`src/common/sens_hib_consts.svh`:
```
`ifndef SENS_HIB_CONSTS_SVH
`define SENS_HIB_CONSTS_SVH

// ****************************************
// Register map
// ****************************************
`define CFG_ADDR          8'h19
`define CFG_RESET         8'h00
`define CFG_USED_MASK     8'h1F
`define CFG_MAG_EN_BIT    4
`define CFG_X_SKIP_BIT    3
`define CFG_Y_SKIP_BIT    2
`define CFG_Z_SKIP_BIT    1
`define CFG_HIB_BIT       0
`define READ_ZERO         8'h00

// ****************************************
// Change detector source codes
// ****************************************
`define SRC_SEL_MAGNITUDE 2'h1

// ****************************************
// Timing
// ****************************************
`define CLK_FREQ_MHZ      25
`define BOOT1_TIME_US     1000
`define BOOT2_TIME_US     1000
`define BOOT_CNT_ZERO     24'h00_0000

// ****************************************
// Magnitude calculation
// ****************************************
`define SQ_SUM_ZERO       26'h000_0000
`define SQRT_ONE_INIT     26'h100_0000
`define SQRT_LAST_ONE     26'h000_0001
`define MAG_ZERO          12'h000

`endif

```
`src/common/sens_hib_pkg.sv`:
```
package sens_hib_pkg;

   typedef enum logic [1:0] {
      ST_RUN,
      ST_HIBERNATE,
      ST_BOOT
   } power_state_t;

   typedef logic [7:0]  reg_byte_t;
   typedef logic [11:0] mag_word_t;

endpackage

```
`src/hdl/vector_magnitude_calc.sv`:
```
`timescale 1ns/10ps
`include "sens_hib_consts.svh"

module vector_magnitude_calc (
   input  wire logic                    mclk_i,
   input  wire logic                    rstn_i,
   input  wire logic                    start_i,
   input  wire logic signed [11:0]      x_i,
   input  wire logic signed [11:0]      y_i,
   input  wire logic signed [11:0]      z_i,
   output logic                         done_o,
   output logic [11:0]                  mag_o
);
   import sens_hib_pkg::*;

   // ****************************************
   // Sum of squares
   // ****************************************
   wire logic signed [23:0] x_sq  = x_i * x_i;
   wire logic signed [23:0] y_sq  = y_i * y_i;
   wire logic signed [23:0] z_sq  = z_i * z_i;
   wire logic        [25:0] sq_sum = 26'(unsigned'(x_sq)) + 26'(unsigned'(y_sq))
                                     + 26'(unsigned'(z_sq));

   // ****************************************
   // Bitwise square root, one bit per cycle
   // ****************************************
   logic [25:0] op_reg;
   logic [25:0] res_reg;
   logic [25:0] one_reg;
   logic        busy_reg;

   wire logic [25:0] trial    = res_reg + one_reg;
   wire logic        take_bit = op_reg >= trial;
   wire logic        last_bit = one_reg == `SQRT_LAST_ONE;
   wire logic [25:0] res_next = take_bit ? ((res_reg >> 1) + one_reg) : (res_reg >> 1);

   always_ff @(posedge mclk_i or negedge rstn_i) begin
      if (!rstn_i) begin
         op_reg   <= `SQ_SUM_ZERO;
         res_reg  <= `SQ_SUM_ZERO;
         one_reg  <= `SQ_SUM_ZERO;
         busy_reg <= 1'b0;
         done_o   <= 1'b0;
         mag_o    <= `MAG_ZERO;
      end else begin
         done_o <= 1'b0;
         if (start_i && !busy_reg) begin
            op_reg   <= sq_sum;
            res_reg  <= `SQ_SUM_ZERO;
            one_reg  <= `SQRT_ONE_INIT;
            busy_reg <= 1'b1;
         end else if (busy_reg) begin
            if (take_bit) begin
               op_reg <= op_reg - trial;
            end
            res_reg <= res_next;
            one_reg <= one_reg >> 2;
            if (last_bit) begin
               busy_reg <= 1'b0;
               done_o   <= 1'b1;
               mag_o    <= res_next[11:0];
            end
         end
      end
   end

endmodule

```
`src/hdl/sens_hibernate_ctrl.sv`:
```
`timescale 1ns/10ps
`include "sens_hib_consts.svh"

module sens_hibernate_ctrl #(
   parameter int unsigned BOOT1_TIME_US = `BOOT1_TIME_US,
   parameter int unsigned BOOT2_TIME_US = `BOOT2_TIME_US
) (
   input  wire logic                    mclk_i,
   input  wire logic                    rstn_i,
   input  wire logic                    reg_wr_i,
   input  wire logic                    reg_rd_i,
   input  wire logic [7:0]              reg_addr_i,
   input  wire sens_hib_pkg::reg_byte_t reg_wdata_i,
   input  wire logic                    boot_strap_select_i,
   input  wire logic                    wake_pin_i,
   input  wire logic                    motion_pin_i,
   input  wire logic                    odr_tick_i,
   input  wire logic                    sleep_state_i,
   input  wire logic [1:0]              wake_power_mode_field_i,
   input  wire logic [1:0]              sleep_power_mode_field_i,
   input  wire logic [1:0]              change_detector_source_select_i,
   input  wire logic signed [11:0]      x_data_i,
   input  wire logic signed [11:0]      y_data_i,
   input  wire logic signed [11:0]      z_data_i,
   output sens_hib_pkg::reg_byte_t      reg_rdata_o,
   output sens_hib_pkg::mag_word_t      magnitude_result_o,
   output logic                         magnitude_valid_o,
   output sens_hib_pkg::mag_word_t      change_detector_data_o,
   output logic                         change_detector_valid_o,
   output logic                         x_in_burst_o,
   output logic                         y_in_burst_o,
   output logic                         z_in_burst_o,
   output logic                         magnitude_in_burst_o,
   output logic [1:0]                   power_mode_o,
   output logic                         hibernate_o,
   output logic                         volatile_clear_o,
   output logic                         booting_o,
   output logic                         motion_active_o
);
   import sens_hib_pkg::*;

   // ****************************************
   // Boot wait counts
   // ****************************************
   localparam int unsigned BOOT1_CYCLES = BOOT1_TIME_US * `CLK_FREQ_MHZ;
   localparam int unsigned BOOT2_CYCLES = BOOT2_TIME_US * `CLK_FREQ_MHZ;
   localparam logic [23:0] BOOT1_LAST   = 24'(BOOT1_CYCLES - 1);
   localparam logic [23:0] BOOT2_LAST   = 24'(BOOT2_CYCLES - 1);

   // ****************************************
   // State
   // ****************************************
   power_state_t state_reg;
   power_state_t state_next;
   reg_byte_t    cfg_reg;
   reg_byte_t    cfg_next;
   logic         strap_vdd_reg;
   logic         strap_taken_reg;
   logic         wake_level_reg;
   logic [23:0]  boot_cnt_reg;
   logic [23:0]  boot_cnt_next;
   logic         boot_long_reg;
   logic         boot_long_next;
   logic         mag_done;
   mag_word_t    mag_value;

   // ****************************************
   // Decoding
   // ****************************************
   wire logic cfg_hit     = reg_addr_i == `CFG_ADDR;
   wire logic running     = state_reg == ST_RUN;
   wire logic cfg_write   = reg_wr_i && cfg_hit && running;
   wire logic mag_en      = cfg_reg[`CFG_MAG_EN_BIT];
   wire logic hib_request = cfg_write && reg_wdata_i[`CFG_HIB_BIT] && !strap_vdd_reg;
   wire logic wake_edge   = wake_pin_i != wake_level_reg;
   wire logic motion_low  = strap_vdd_reg && !motion_pin_i;
   wire logic motion_high = strap_vdd_reg && motion_pin_i;
   wire logic boot_last   = boot_cnt_reg == (boot_long_reg ? BOOT2_LAST : BOOT1_LAST);
   wire logic enter_hib   = strap_taken_reg && (hib_request || (running && motion_low));
   wire logic mag_start   = running && mag_en && odr_tick_i;
   wire logic cd_use_mag  = change_detector_source_select_i == `SRC_SEL_MAGNITUDE;
   wire logic [1:0] mode_sel = sleep_state_i ? sleep_power_mode_field_i
                                             : wake_power_mode_field_i;

   // ****************************************
   // Configuration register
   // ****************************************
   always_comb begin
      cfg_next = cfg_reg;
      if (enter_hib) begin
         cfg_next = `CFG_RESET;
      end else if (cfg_write) begin
         cfg_next = reg_wdata_i & `CFG_USED_MASK;
         if (strap_vdd_reg) begin
            cfg_next[`CFG_HIB_BIT] = 1'b0;
         end
      end
   end

   // ****************************************
   // Power state machine
   // ****************************************
   always_comb begin
      state_next     = state_reg;
      boot_cnt_next  = boot_cnt_reg;
      boot_long_next = boot_long_reg;
      case (state_reg)
         ST_RUN: begin
            if (enter_hib) begin
               state_next = ST_HIBERNATE;
            end
         end
         ST_HIBERNATE: begin
            if (strap_vdd_reg) begin
               if (motion_high) begin
                  state_next     = ST_BOOT;
                  boot_cnt_next  = `BOOT_CNT_ZERO;
                  boot_long_next = 1'b1;
               end
            end else if (wake_edge) begin
               state_next     = ST_BOOT;
               boot_cnt_next  = `BOOT_CNT_ZERO;
               boot_long_next = 1'b0;
            end
         end
         ST_BOOT: begin
            if (motion_low) begin
               state_next = ST_HIBERNATE;
            end else if (boot_last) begin
               state_next = ST_RUN;
            end else begin
               boot_cnt_next = boot_cnt_reg + 24'h00_0001;
            end
         end
         default: begin
            state_next = ST_RUN;
         end
      endcase
   end

   // ****************************************
   // Strap capture after reset release
   // ****************************************
   always_ff @(posedge mclk_i or negedge rstn_i) begin
      if (!rstn_i) begin
         strap_vdd_reg   <= 1'b0;
         strap_taken_reg <= 1'b0;
      end else if (!strap_taken_reg) begin
         strap_vdd_reg   <= boot_strap_select_i;
         strap_taken_reg <= 1'b1;
      end
   end

   // ****************************************
   // Core state registers
   // ****************************************
   always_ff @(posedge mclk_i or negedge rstn_i) begin
      if (!rstn_i) begin
         state_reg      <= ST_RUN;
         cfg_reg        <= `CFG_RESET;
         boot_cnt_reg   <= `BOOT_CNT_ZERO;
         boot_long_reg  <= 1'b0;
         wake_level_reg <= 1'b0;
      end else begin
         state_reg     <= state_next;
         cfg_reg       <= cfg_next;
         boot_cnt_reg  <= boot_cnt_next;
         boot_long_reg <= boot_long_next;
         if (running) begin
            wake_level_reg <= wake_pin_i;
         end
      end
   end

   // ****************************************
   // Vector magnitude
   // ****************************************
   vector_magnitude_calc u_magnitude (
      .mclk_i  (mclk_i),
      .rstn_i  (rstn_i),
      .start_i (mag_start),
      .x_i     (x_data_i),
      .y_i     (y_data_i),
      .z_i     (z_data_i),
      .done_o  (mag_done),
      .mag_o   (mag_value)
   );

   wire logic mag_accept = mag_done && running && mag_en;

   always_ff @(posedge mclk_i or negedge rstn_i) begin
      if (!rstn_i) begin
         magnitude_result_o      <= `MAG_ZERO;
         magnitude_valid_o       <= 1'b0;
         change_detector_data_o  <= `MAG_ZERO;
         change_detector_valid_o <= 1'b0;
      end else begin
         magnitude_valid_o       <= mag_accept;
         change_detector_valid_o <= mag_accept && cd_use_mag;
         if (enter_hib) begin
            magnitude_result_o     <= `MAG_ZERO;
            change_detector_data_o <= `MAG_ZERO;
         end else if (mag_accept) begin
            magnitude_result_o <= mag_value;
            if (cd_use_mag) begin
               change_detector_data_o <= mag_value;
            end
         end
      end
   end

   // ****************************************
   // Burst range and mode outputs
   // ****************************************
   always_ff @(posedge mclk_i or negedge rstn_i) begin
      if (!rstn_i) begin
         x_in_burst_o         <= 1'b1;
         y_in_burst_o         <= 1'b1;
         z_in_burst_o         <= 1'b1;
         magnitude_in_burst_o <= 1'b0;
         power_mode_o         <= 2'h0;
         hibernate_o          <= 1'b0;
         volatile_clear_o     <= 1'b0;
         booting_o            <= 1'b0;
         motion_active_o      <= 1'b0;
      end else begin
         x_in_burst_o         <= !cfg_next[`CFG_X_SKIP_BIT];
         y_in_burst_o         <= !cfg_next[`CFG_Y_SKIP_BIT];
         z_in_burst_o         <= !cfg_next[`CFG_Z_SKIP_BIT];
         magnitude_in_burst_o <= cfg_next[`CFG_MAG_EN_BIT];
         power_mode_o         <= mode_sel;
         hibernate_o          <= state_next == ST_HIBERNATE;
         volatile_clear_o     <= enter_hib;
         booting_o            <= state_next == ST_BOOT;
         motion_active_o      <= strap_vdd_reg && state_next == ST_RUN;
      end
   end

   // ****************************************
   // Register read port
   // ****************************************
   always_ff @(posedge mclk_i or negedge rstn_i) begin
      if (!rstn_i) begin
         reg_rdata_o <= `READ_ZERO;
      end else if (reg_rd_i && cfg_hit && running) begin
         reg_rdata_o <= cfg_reg & `CFG_USED_MASK;
      end else begin
         reg_rdata_o <= `READ_ZERO;
      end
   end

endmodule

```
`config.mk`:
```
export PLATFORM = sky130hd
export DESIGN_NAME = sens_hibernate_ctrl
export DESIGN_NICKNAME = d
export VERILOG_FILES = /design/src/common/sens_hib_pkg.sv /design/src/hdl/vector_magnitude_calc.sv /design/src/hdl/sens_hibernate_ctrl.sv
export VERILOG_INCLUDE_DIRS = /design/src /design/src/common
export SDC_FILE = /design/constraint.sdc
export NUM_CORES = 1
export LEC_CHECK = 0
export BUFFER_PORTS_ARGS = -buffer_cell sky130_fd_sc_hd__buf_2
export CORE_MARGIN = 2
export CORE_UTILIZATION = 50
export CTS_CLUSTER_SIZE = 20
export DETAILED_ROUTE_END_ITERATION = 6
export HOLD_SLACK_MARGIN = 0.02
export PLACE_DENSITY = 0.67
export SLEW_MARGIN = 20
export SYNTH_ARGS = -nofsm -noshare
export SYNTH_HDL_FRONTEND = slang
export SYNTH_SLANG_ARGS = --single-unit
```
`constraint.sdc`:
```
create_clock -name mclk_i -period 9.18 [get_ports mclk_i]
set_clock_uncertainty 0.2 [all_clocks]
set_input_delay 0.459 -clock mclk_i [delete_from_list [all_inputs] [get_ports mclk_i]]
set_output_delay 0.459 -clock mclk_i [all_outputs]
set_load 0.05 [all_outputs]
```
# After elaboration in Yosys (flattened, before gate mapping)
# Cells that the tools add are included.
[op_classes]
n_reduce_logical = 36
n_bitwise = 1
muxes = 37
mul = 3
eq_ne = 13
magnitude_cmp = 1
add_sub_neg = 6
[ops]
columns = ["operator", "n"]
rows = [
  ["26-bit 2-to-1 mux", 8],
  ["24-bit 2-to-1 mux", 5],
  ["12-bit by 12-bit multiplier with 24-bit output", 3],
  ["12-bit 2-to-1 mux", 5],
  ["24-bit case mux with 2 select lines", 1],
  ["25-bit by 26-bit adder with 26-bit output", 1],
  ["26-bit by 24-bit adder with 26-bit output", 1],
  ["26-bit adder", 1],
  ["26-bit by 1-bit equality test with 1-bit output (second input constant)", 1],
  ["26-bit greater-or-equal comparator", 1],
  ["26-bit subtractor", 1],
  ["24-bit by 24-bit adder with 25-bit output", 1],
  ["24-bit by 1-bit adder with 24-bit output (second input constant)", 1],
  ["24-bit by 15-bit equality test with 1-bit output (second input constant)", 1],
  ["1-bit logical AND", 17],
  ["5-bit 2-to-1 mux", 3],
  ["2-bit 2-to-1 mux", 7],
  ["2-bit nonzero test", 6],
  ["8-bit by 5-bit equality test with 1-bit output (second input constant)", 1],
  ["1-bit 2-to-1 mux", 7],
  ["2-bit by 1-bit equality test with 1-bit output (second input constant)", 3],
  ["1-bit zero test", 6],
  ["3-bit != test (second input constant)", 2],
  ["2-bit case mux with 3 select lines", 1],
  ["9 further kinds", 13],
]
[totals]
regBits = 170
output_inout_bits = 44
in_bits = 67
word_cells = 124

# Depth between registers and ports, before layout
# Gate-level depths: netlist of run 1.
[depth]
depth_word = 11
depth_mapped = 41
ltp_nobuf = 40

# Cells and area by module
# From an unflattened synthesis of run 1, not the netlist that was laid out.
[hier_totals]
hier_cells = 2826
area_unflattened_um2 = 25650.9
[modules_own_cells]
columns = ["module", "instances", "cells_each", "seq_area_each_um2", "area_per_inst_um2"]
rows = [
  ["vector_magnitude_calc", 1, 2501, 1976.9, 22307.6],
  ["sens_hibernate_ctrl", 1, 325, 1855.5, 3343.2],
]

# Worst setup path before layout of run 1
# Ideal clock, no wire load.
[synth_timing]
kind = "input to register"
startpoint = "input x_data_i[7]"
endpoint = "register u_magnitude.op_reg[24]"
stages = 41
path_slack_ns = 1.000
setup_ns = 0.087
arrival_ns = 7.893
required_time_ns = 8.893
n_path_buf = 1
path_cell_list = "clkbuf_1 > inv_1 > nor2_1 > inv_1 > fa_1 > inv_1 > ha_1 > inv_1 > fa_1 > inv_1 > fa_1 > inv_1 > fa_1 > inv_1 > ha_1 > inv_1 > o21bai_1 > a21oi_1 > [... 5 more ...] > xnor2_1 > ha_1 > and3_1 > nand2_1 > nor3b_1 > a211o_1 > a41o_1 > o311ai_1 > nand2b_1 > xor2_1 > ha_1 > a21o_1 > a21o_1 > nand2b_1 > o21ai_0 > o21ai_1 > xor2_1 > a22oi_1"
[synth_via]
elab_chain_len = 4
[synth_lines]
columns = ["item", "line", "source"]
rows = [
  ["from (decl)", "sens_hibernate_ctrl.sv:22", "input wire logic signed [11:0] x_data_i,"],
  ["12-bit by 12-bit multiplier with 24-bit output", "vector_magnitude_calc.sv:19", "wire logic signed [23:0] x_sq = x_i * x_i;"],
  ["24-bit by 24-bit adder with 25-bit output", "vector_magnitude_calc.sv:22", "wire logic [25:0] sq_sum = 26'(unsigned'(x_sq)) + 26'(unsigned'(y_sq))"],
  ["26-bit by 24-bit adder with 26-bit output", "vector_magnitude_calc.sv:23", "+ 26'(unsigned'(z_sq));"],
  ["26-bit 2-to-1 mux", "vector_magnitude_calc.sv:48", "if (start_i && !busy_reg) begin"],
  ["to (signal assigned)", "vector_magnitude_calc.sv:40", "op_reg <= `SQ_SUM_ZERO;"],
  ["to (signal assigned)", "vector_magnitude_calc.sv:49", "op_reg <= sq_sum;"],
  ["to (signal assigned)", "vector_magnitude_calc.sv:55", "op_reg <= op_reg - trial;"],
  ["to (decl)", "vector_magnitude_calc.sv:28", "logic [25:0] op_reg;"],
]
# Every way passes these cells.
# A chain may end at the register's enable or synchronous reset.

# Worst setup path after layout of run 1
[layout_timing]
startpoint = "input x_data_i[4]"
endpoint = "register u_magnitude.op_reg[24]"
# Same word-level chain as after synthesis.

==> results of run 1 <==
[what timing repair did]
| item | CTS | global route |
|---|---|---|
| endpoints found under the hold margin | 81 | 0 |
| hold buffers | 1 | 0 |
| gates resized for setup | 0 | 3 |
| endpoints found under the setup margin | 0 | 4 |
[synthesized netlist by cell type (all sizes together), types with 39 or more instances]
cell,count,area share
o21ai,121,0.024
clkbuf,65,0.0096
nand2,334,0.049
a21oi,146,0.029
dfrtp,150,0.15
inv,520,0.077
and2,89,0.022
xor2,91,0.031
nor2,157,0.023
a21o,39,0.011
fa,371,0.29
ha,269,0.13
xnor2,124,0.043
[metal layers]
metal | track usage | vias up | part of all wire | routed length (µm)
li1 | - | 9213 | - | -
met1 | 0.293 | 9472 | 0.45 | 25300
met2 | 0.395 | 364 | 0.50 | 28000
met3 | 0.0188 | 52 | 0.033 | 1840
met4 | 0.0492 | 0 | 0.016 | 923
met5 | 0 | - | 0 | 0
[kinds of logic after synthesis]
logic type      share of synthesized area
fa+ha+maj                           0.423
buf+inv                            0.0898
simple gates                        0.141
other cells                      0.000295
compound gates                      0.112
xor+xnor                           0.0738
mux                               0.00962
flops                               0.150
[metrics by stage]
step,util,cell area [µm²],std cells,setup TNS [ps]
after detailed placement,0.530,26700,3570,-54.5
after global placement,0.530,26700,3570,0
final,0.542,27300,3602,0
after global routing,0.542,27300,3601,0
after CTS,0.542,27200,3601,0
after floorplan,-,25500,2856,0
[path summary, 6_finish.rpt]
| path | endpoint | slack (ps) | depth (start not counted) |
|---|---|---|---|
| setup / recovery | u_magnitude.op_reg[24] | 510 | 37 |
| hold / removal | power_mode_o[1] | 60 | 2 |
| setup reg to reg | u_magnitude.op_reg[15] | 2990 | 18 |
| hold reg to reg | u_magnitude.op_reg[2] | 290 | 2 |
| max in group asynchronous | u_magnitude.res_reg[23] | 6930 | 3 |
| min in group asynchronous | change_detector_data_o[6] | 460 | 2 |
[worst max-delay path, delay by kind of cell]
family          cells  cell delay [ps]
fa+ha+maj           8             3270
compound gates     15             3160
simple gates        7              950
xor+xnor            3              500
buf+inv             4              440
[cells in the final DEF (no fill, tap or decap), types with 19 or more instances in the layout]
cell type / count
inv_1: 519
fa_1: 371
nand2_1: 331
ha_1: 269
nor2_1: 155
dfrtp_1: 149
a21oi_1: 145
xnor2_1: 124
o21ai_0: 106
buf_2: 103
xor2_1: 90
and2_1: 89
a21o_1: 39
nand3_1: 29
o21bai_1: 28
and3_1: 26
nand2b_1: 23
nor2b_1: 22
a31oi_1: 19
nor3_1: 19
[cell type report]
type                            instances  area [µm²]  share of cell area
Clock buffer                           19         443              0.0162
Sequential cell                       153        3830               0.141
Antenna cell                            1        2.50           0.0000918
Tap cell                              672         841              0.0308
Multi-Input combinational cell       2104       19400               0.712
Clock inverter                         11         125             0.00459
Inverter                              520        1950              0.0716
Timing Repair Buffer                  122         664              0.0244
==> flow_metrics.py, run 1 <==
metrics = {
    "floorplan": {
        "ios": 111,
        "core-area_um2": 50300,
        "dieWidth_um": 230,
        "start_util": 0.507,
        "num_rows": 82,
        "fp.dieH_um": 230,
        "die-area_um2": 52800,
    },
    "clock_tree": {
        "clockBufferDepth": 2,
        "numCtsBuffers": 17,
        "htreeDepth": 4,
        "clk_latency_ps": 430,
        "cts_setup_buffers": 0,
        "clk_pin_slew_worst_paths_ps": 60,
        "root_buffer": "clkbuf_16",
        "cts_tree": "built",
        "cts.sinks": 153,
    },
    "global_routing": {
        "grt-ovfl-total": 0,
        "grt_max_degree": 83,
        "grt_use_total": 0.221,
        "antenna_found_initial": 1,
        "grt_pass1_vias": 20500,
        "grt_pass1_wl_um": 97100,
    },
    "logic_synthesis": {
        "netlist_area_um2": 25500,
        "ys_seq_area_frac": 0.150,
        "yosys_most_used_dff": "dfrtp_1",
        "synth_cells": 2854,
        "synth-edff-count": 0,
        "ys_types": 84,
        "yosysWarnings": 0,
        "async_flop_share": 1.00,
        "synth-seq-cells": 153,
        "syn_area_per_cell_um2": 8.94,
    },
    "critical_path": {
        "slowest_delay_ps": 550,
        "critPathLaunchType": "primary input",
        "timing.rr.start": "u_magnitude.one_reg[2]",
        "crit_start": "x_data_i[4]",
        "crit_arrival_ps": 8820,
        "crit_slowest_cell": "fa_1",
        "cp_max_fo": 14,
        "crit_type": "in -> reg",
        "cp.required_ps": 9330,
        "critPathCaptureType": "flip-flop",
    },
    "route": {
        "drt_pass1_iterations": 7,
        "ant_nets": 0,
        "drc": 0,
        "viasPerCell": 5.30,
        "initialDrtViolationCount": 1039,
        "wl_per_cell_um": 15.5,
        "dr_total_vias": 19100,
        "totalWireLength_um": 56000,
    },
    "placement": {
        "place_ws_ps": -54.5,
        "gp_congestion": 0.915,
        "numPortBuffers": 104,
        "dp_hpwl_um": 45800,
    },
    "timing": {
        "rsz0062_at_grt": "no",
        "setup_viol": 0,
        "fin_crit_ps": 8670,
        "maxClockFrequency_ghz": 0.115,
        "hold_viol": 0,
        "slew_violations": 0,
        "min_period_over_period": 0.944,
        "holdWs_ps": 64.7,
        "setup_ws_ps": 511,
        "max_slew_margin": 0.309,
        "worst-slew-pin-transition_ps": 1040,
    },
    "cells_and_area": {
        "nets": 3625,
        "syn_to_final_growth_pct": 6.93,
        "fill_cells": 4636,
        "drive_gt1_frac": 0.0727,
    },
    "hold_path": {
        "hold_start": "wake_power_mode_field_i[1]",
        "hold_class": "in -> reg",
    },
    "status": {
        "status": "completed",
    },
    "flow_run": {
        "cap_violations": 0,
    },
}
Power of run 1 is left out: the tool's default activity adds up to more than one toggle a clock period on the data nets, which glitch-free logic cannot reach.
==> inputs of run 2 (changes only) <==
RECOVER_POWER = 50   (was not set)
==> run 2 against run 1 <==
Against the previous run:
- worst setup slack worse by 3.9 ps
- sequential cell count did not move
- global-route usage did not move
- the run now ends with capacitance limit, slew limit left
- core utilization down 0.13 points
- critical endpoint unchanged
- non-clock buffer count did not move
==> flow_metrics.py, run 2 (synthesis results as in run 1) <==
metrics = {
    "route": {
        "initialDrtViolationCount": 1003,
        "ant_nets": 0,
        "dr_total_vias": 19100,
        "viasPerCell": 5.30,
        "drc": 0,
        "drt_pass1_iterations": 6,
        "totalWireLength_um": 56100,
        "wl_per_cell_um": 15.6,
    },
    "placement": {
        "gp_congestion": 0.915,
        "numPortBuffers": 104,
        "dpl-instance-area_um2": 26700,
        "place_ws_ps": -54.5,
        "dp_hpwl_um": 45800,
    },
    "status": {
        "status": "complete, but fails checks",
        "violations": "capacitance limit, slew limit",
    },
    "clock_tree": {
        "htreeDepth": 4,
        "cts.sinks": 153,
        "clk_pin_slew_worst_paths_ps": 70,
        "cts_setup_buffers": 0,
        "clockBufferDepth": 2,
        "clk_latency_ps": 430,
        "cts_tree": "built",
        "root_buffer": "clkbuf_16",
        "numCtsBuffers": 17,
    },
    "critical_path": {
        "crit_arrival_ps": 8820,
        "ff2ff_path_depth": 18,
        "slowest_delay_ps": 550,
        "r2r_end": "u_magnitude.op_reg[15]",
        "timing.rr.start": "u_magnitude.one_reg[2]",
        "critPathCaptureType": "flip-flop",
        "critPathLaunchType": "primary input",
        "regToRegSetupSlack_ps": 3000,
        "cp_max_fo": 14,
        "crit_slowest_cell": "fa_1",
        "crit_type": "in -> reg",
        "cp.required_ps": 9330,
    },
    "hold_path": {
        "worstHoldEndpoint": "power_mode_o[1]",
        "min_path_cells": 2,
        "hold_class": "in -> reg",
        "hold_start": "wake_power_mode_field_i[1]",
    },
    "floorplan": {
        "dieWidth_um": 230,
        "die-area_um2": 52800,
        "ios": 111,
        "num_rows": 82,
        "core-area_um2": 50300,
        "fp.dieH_um": 230,
        "start_util": 0.507,
    },
    "timing": {
        "maxClockFrequency_ghz": 0.115,
        "fin_crit_ps": 8670,
        "worst-slew-pin-transition_ps": 4490,
        "setup_ws_ps": 507,
        "max_slew_margin": -1.99,
        "min_period_over_period": 0.945,
        "slew_violations": 191,
        "rsz0062_at_grt": "no",
        "setup_viol": 0,
        "hold_viol": 0,
    },
    "global_routing": {
        "grt-ovfl-total": 0,
        "grt_use_met2": 0.395,
        "antenna_found_initial": 1,
        "grt_pass1_wl_um": 97100,
        "grt-busiest-layer": "met2",
        "grt_pass1_vias": 20500,
        "grt_use_total": 0.221,
        "use_met1": 0.293,
        "grt_max_degree": 83,
        "met3_usage": 0.0188,
    },
    "cells_and_area": {
        "final_cell_mix": "inv_1, fa_1, nand2_1",
        "fin_util": 0.541,
        "fin_area_um2": 27200,
        "drive_gt1_frac": 0.0570,
        "syn_to_final_growth_pct": 6.67,
        "final_common_cell": "inv_1",
        "nets": 3625,
    },
    "flow_run": {
        "cap_violations": 3,
    },
}
run 2: timing repair:
action,CTS,global route
hold buffers,1,0
gates resized for setup,0,3
setup endpoints to repair,0,4
endpoints found under the hold margin,81,0
run 2: through the flow:
step | TNS (ps) | std cells | hold WS [ps]
2_1_floorplan | 0 | 2856 | -36.6
3_3_place_gp | 0 | 3570 | 271
3_5_place_dp | -54.5 | 3570 | 281
4_1_cts | 0 | 3601 | 44.3
5_1_grt | 0 | 3601 | 55.9
6_report | 0 | 3602 | 64.7
run 2: final cells by class:
cell class / instances / area, µm²
Multi-Input combinational cell: 2104 / 19400
Inverter: 520 / 1950
Antenna cell: 1 / 2.50
Tap cell: 672 / 841
Clock inverter: 11 / 125
Timing Repair Buffer: 122 / 597
Fill cell: 4664 / 23100
Sequential cell: 153 / 3830
Clock buffer: 19 / 443
run 2: worst max path at each step:
stage / from / end / slack (ps)
after floorplan: x_data_i[7] / u_magnitude.op_reg[24] / 1000
after global placement: x_data_i[7] / u_magnitude.op_reg[24] / 160
after detailed placement: x_data_i[4] / u_magnitude.op_reg[24] / -50
after CTS: x_data_i[4] / u_magnitude.op_reg[24] / 380
after global routing: x_data_i[2] / u_magnitude.op_reg[24] / 30
final: x_data_i[4] / u_magnitude.op_reg[24] / 510
run 2: critical path, delay by kind of cell:
| family | cells | cell delay, ps |
|---|---|---|
| fa+ha+maj | 8 | 3280 |
| compound gates | 15 | 3160 |
| simple gates | 7 | 960 |
| xor+xnor | 3 | 500 |
| buf+inv | 4 | 440 |
run 2: per-layer routing:
layer / part of all wire / vias to the layer above
met1: 0.45 / 9451
met3: 0.034 / 49
met4: 0.016 / 0
met2: 0.50 / 364
met5: 0 / -
li1: - / 9215
Power of run 2 is left out for the same reason.
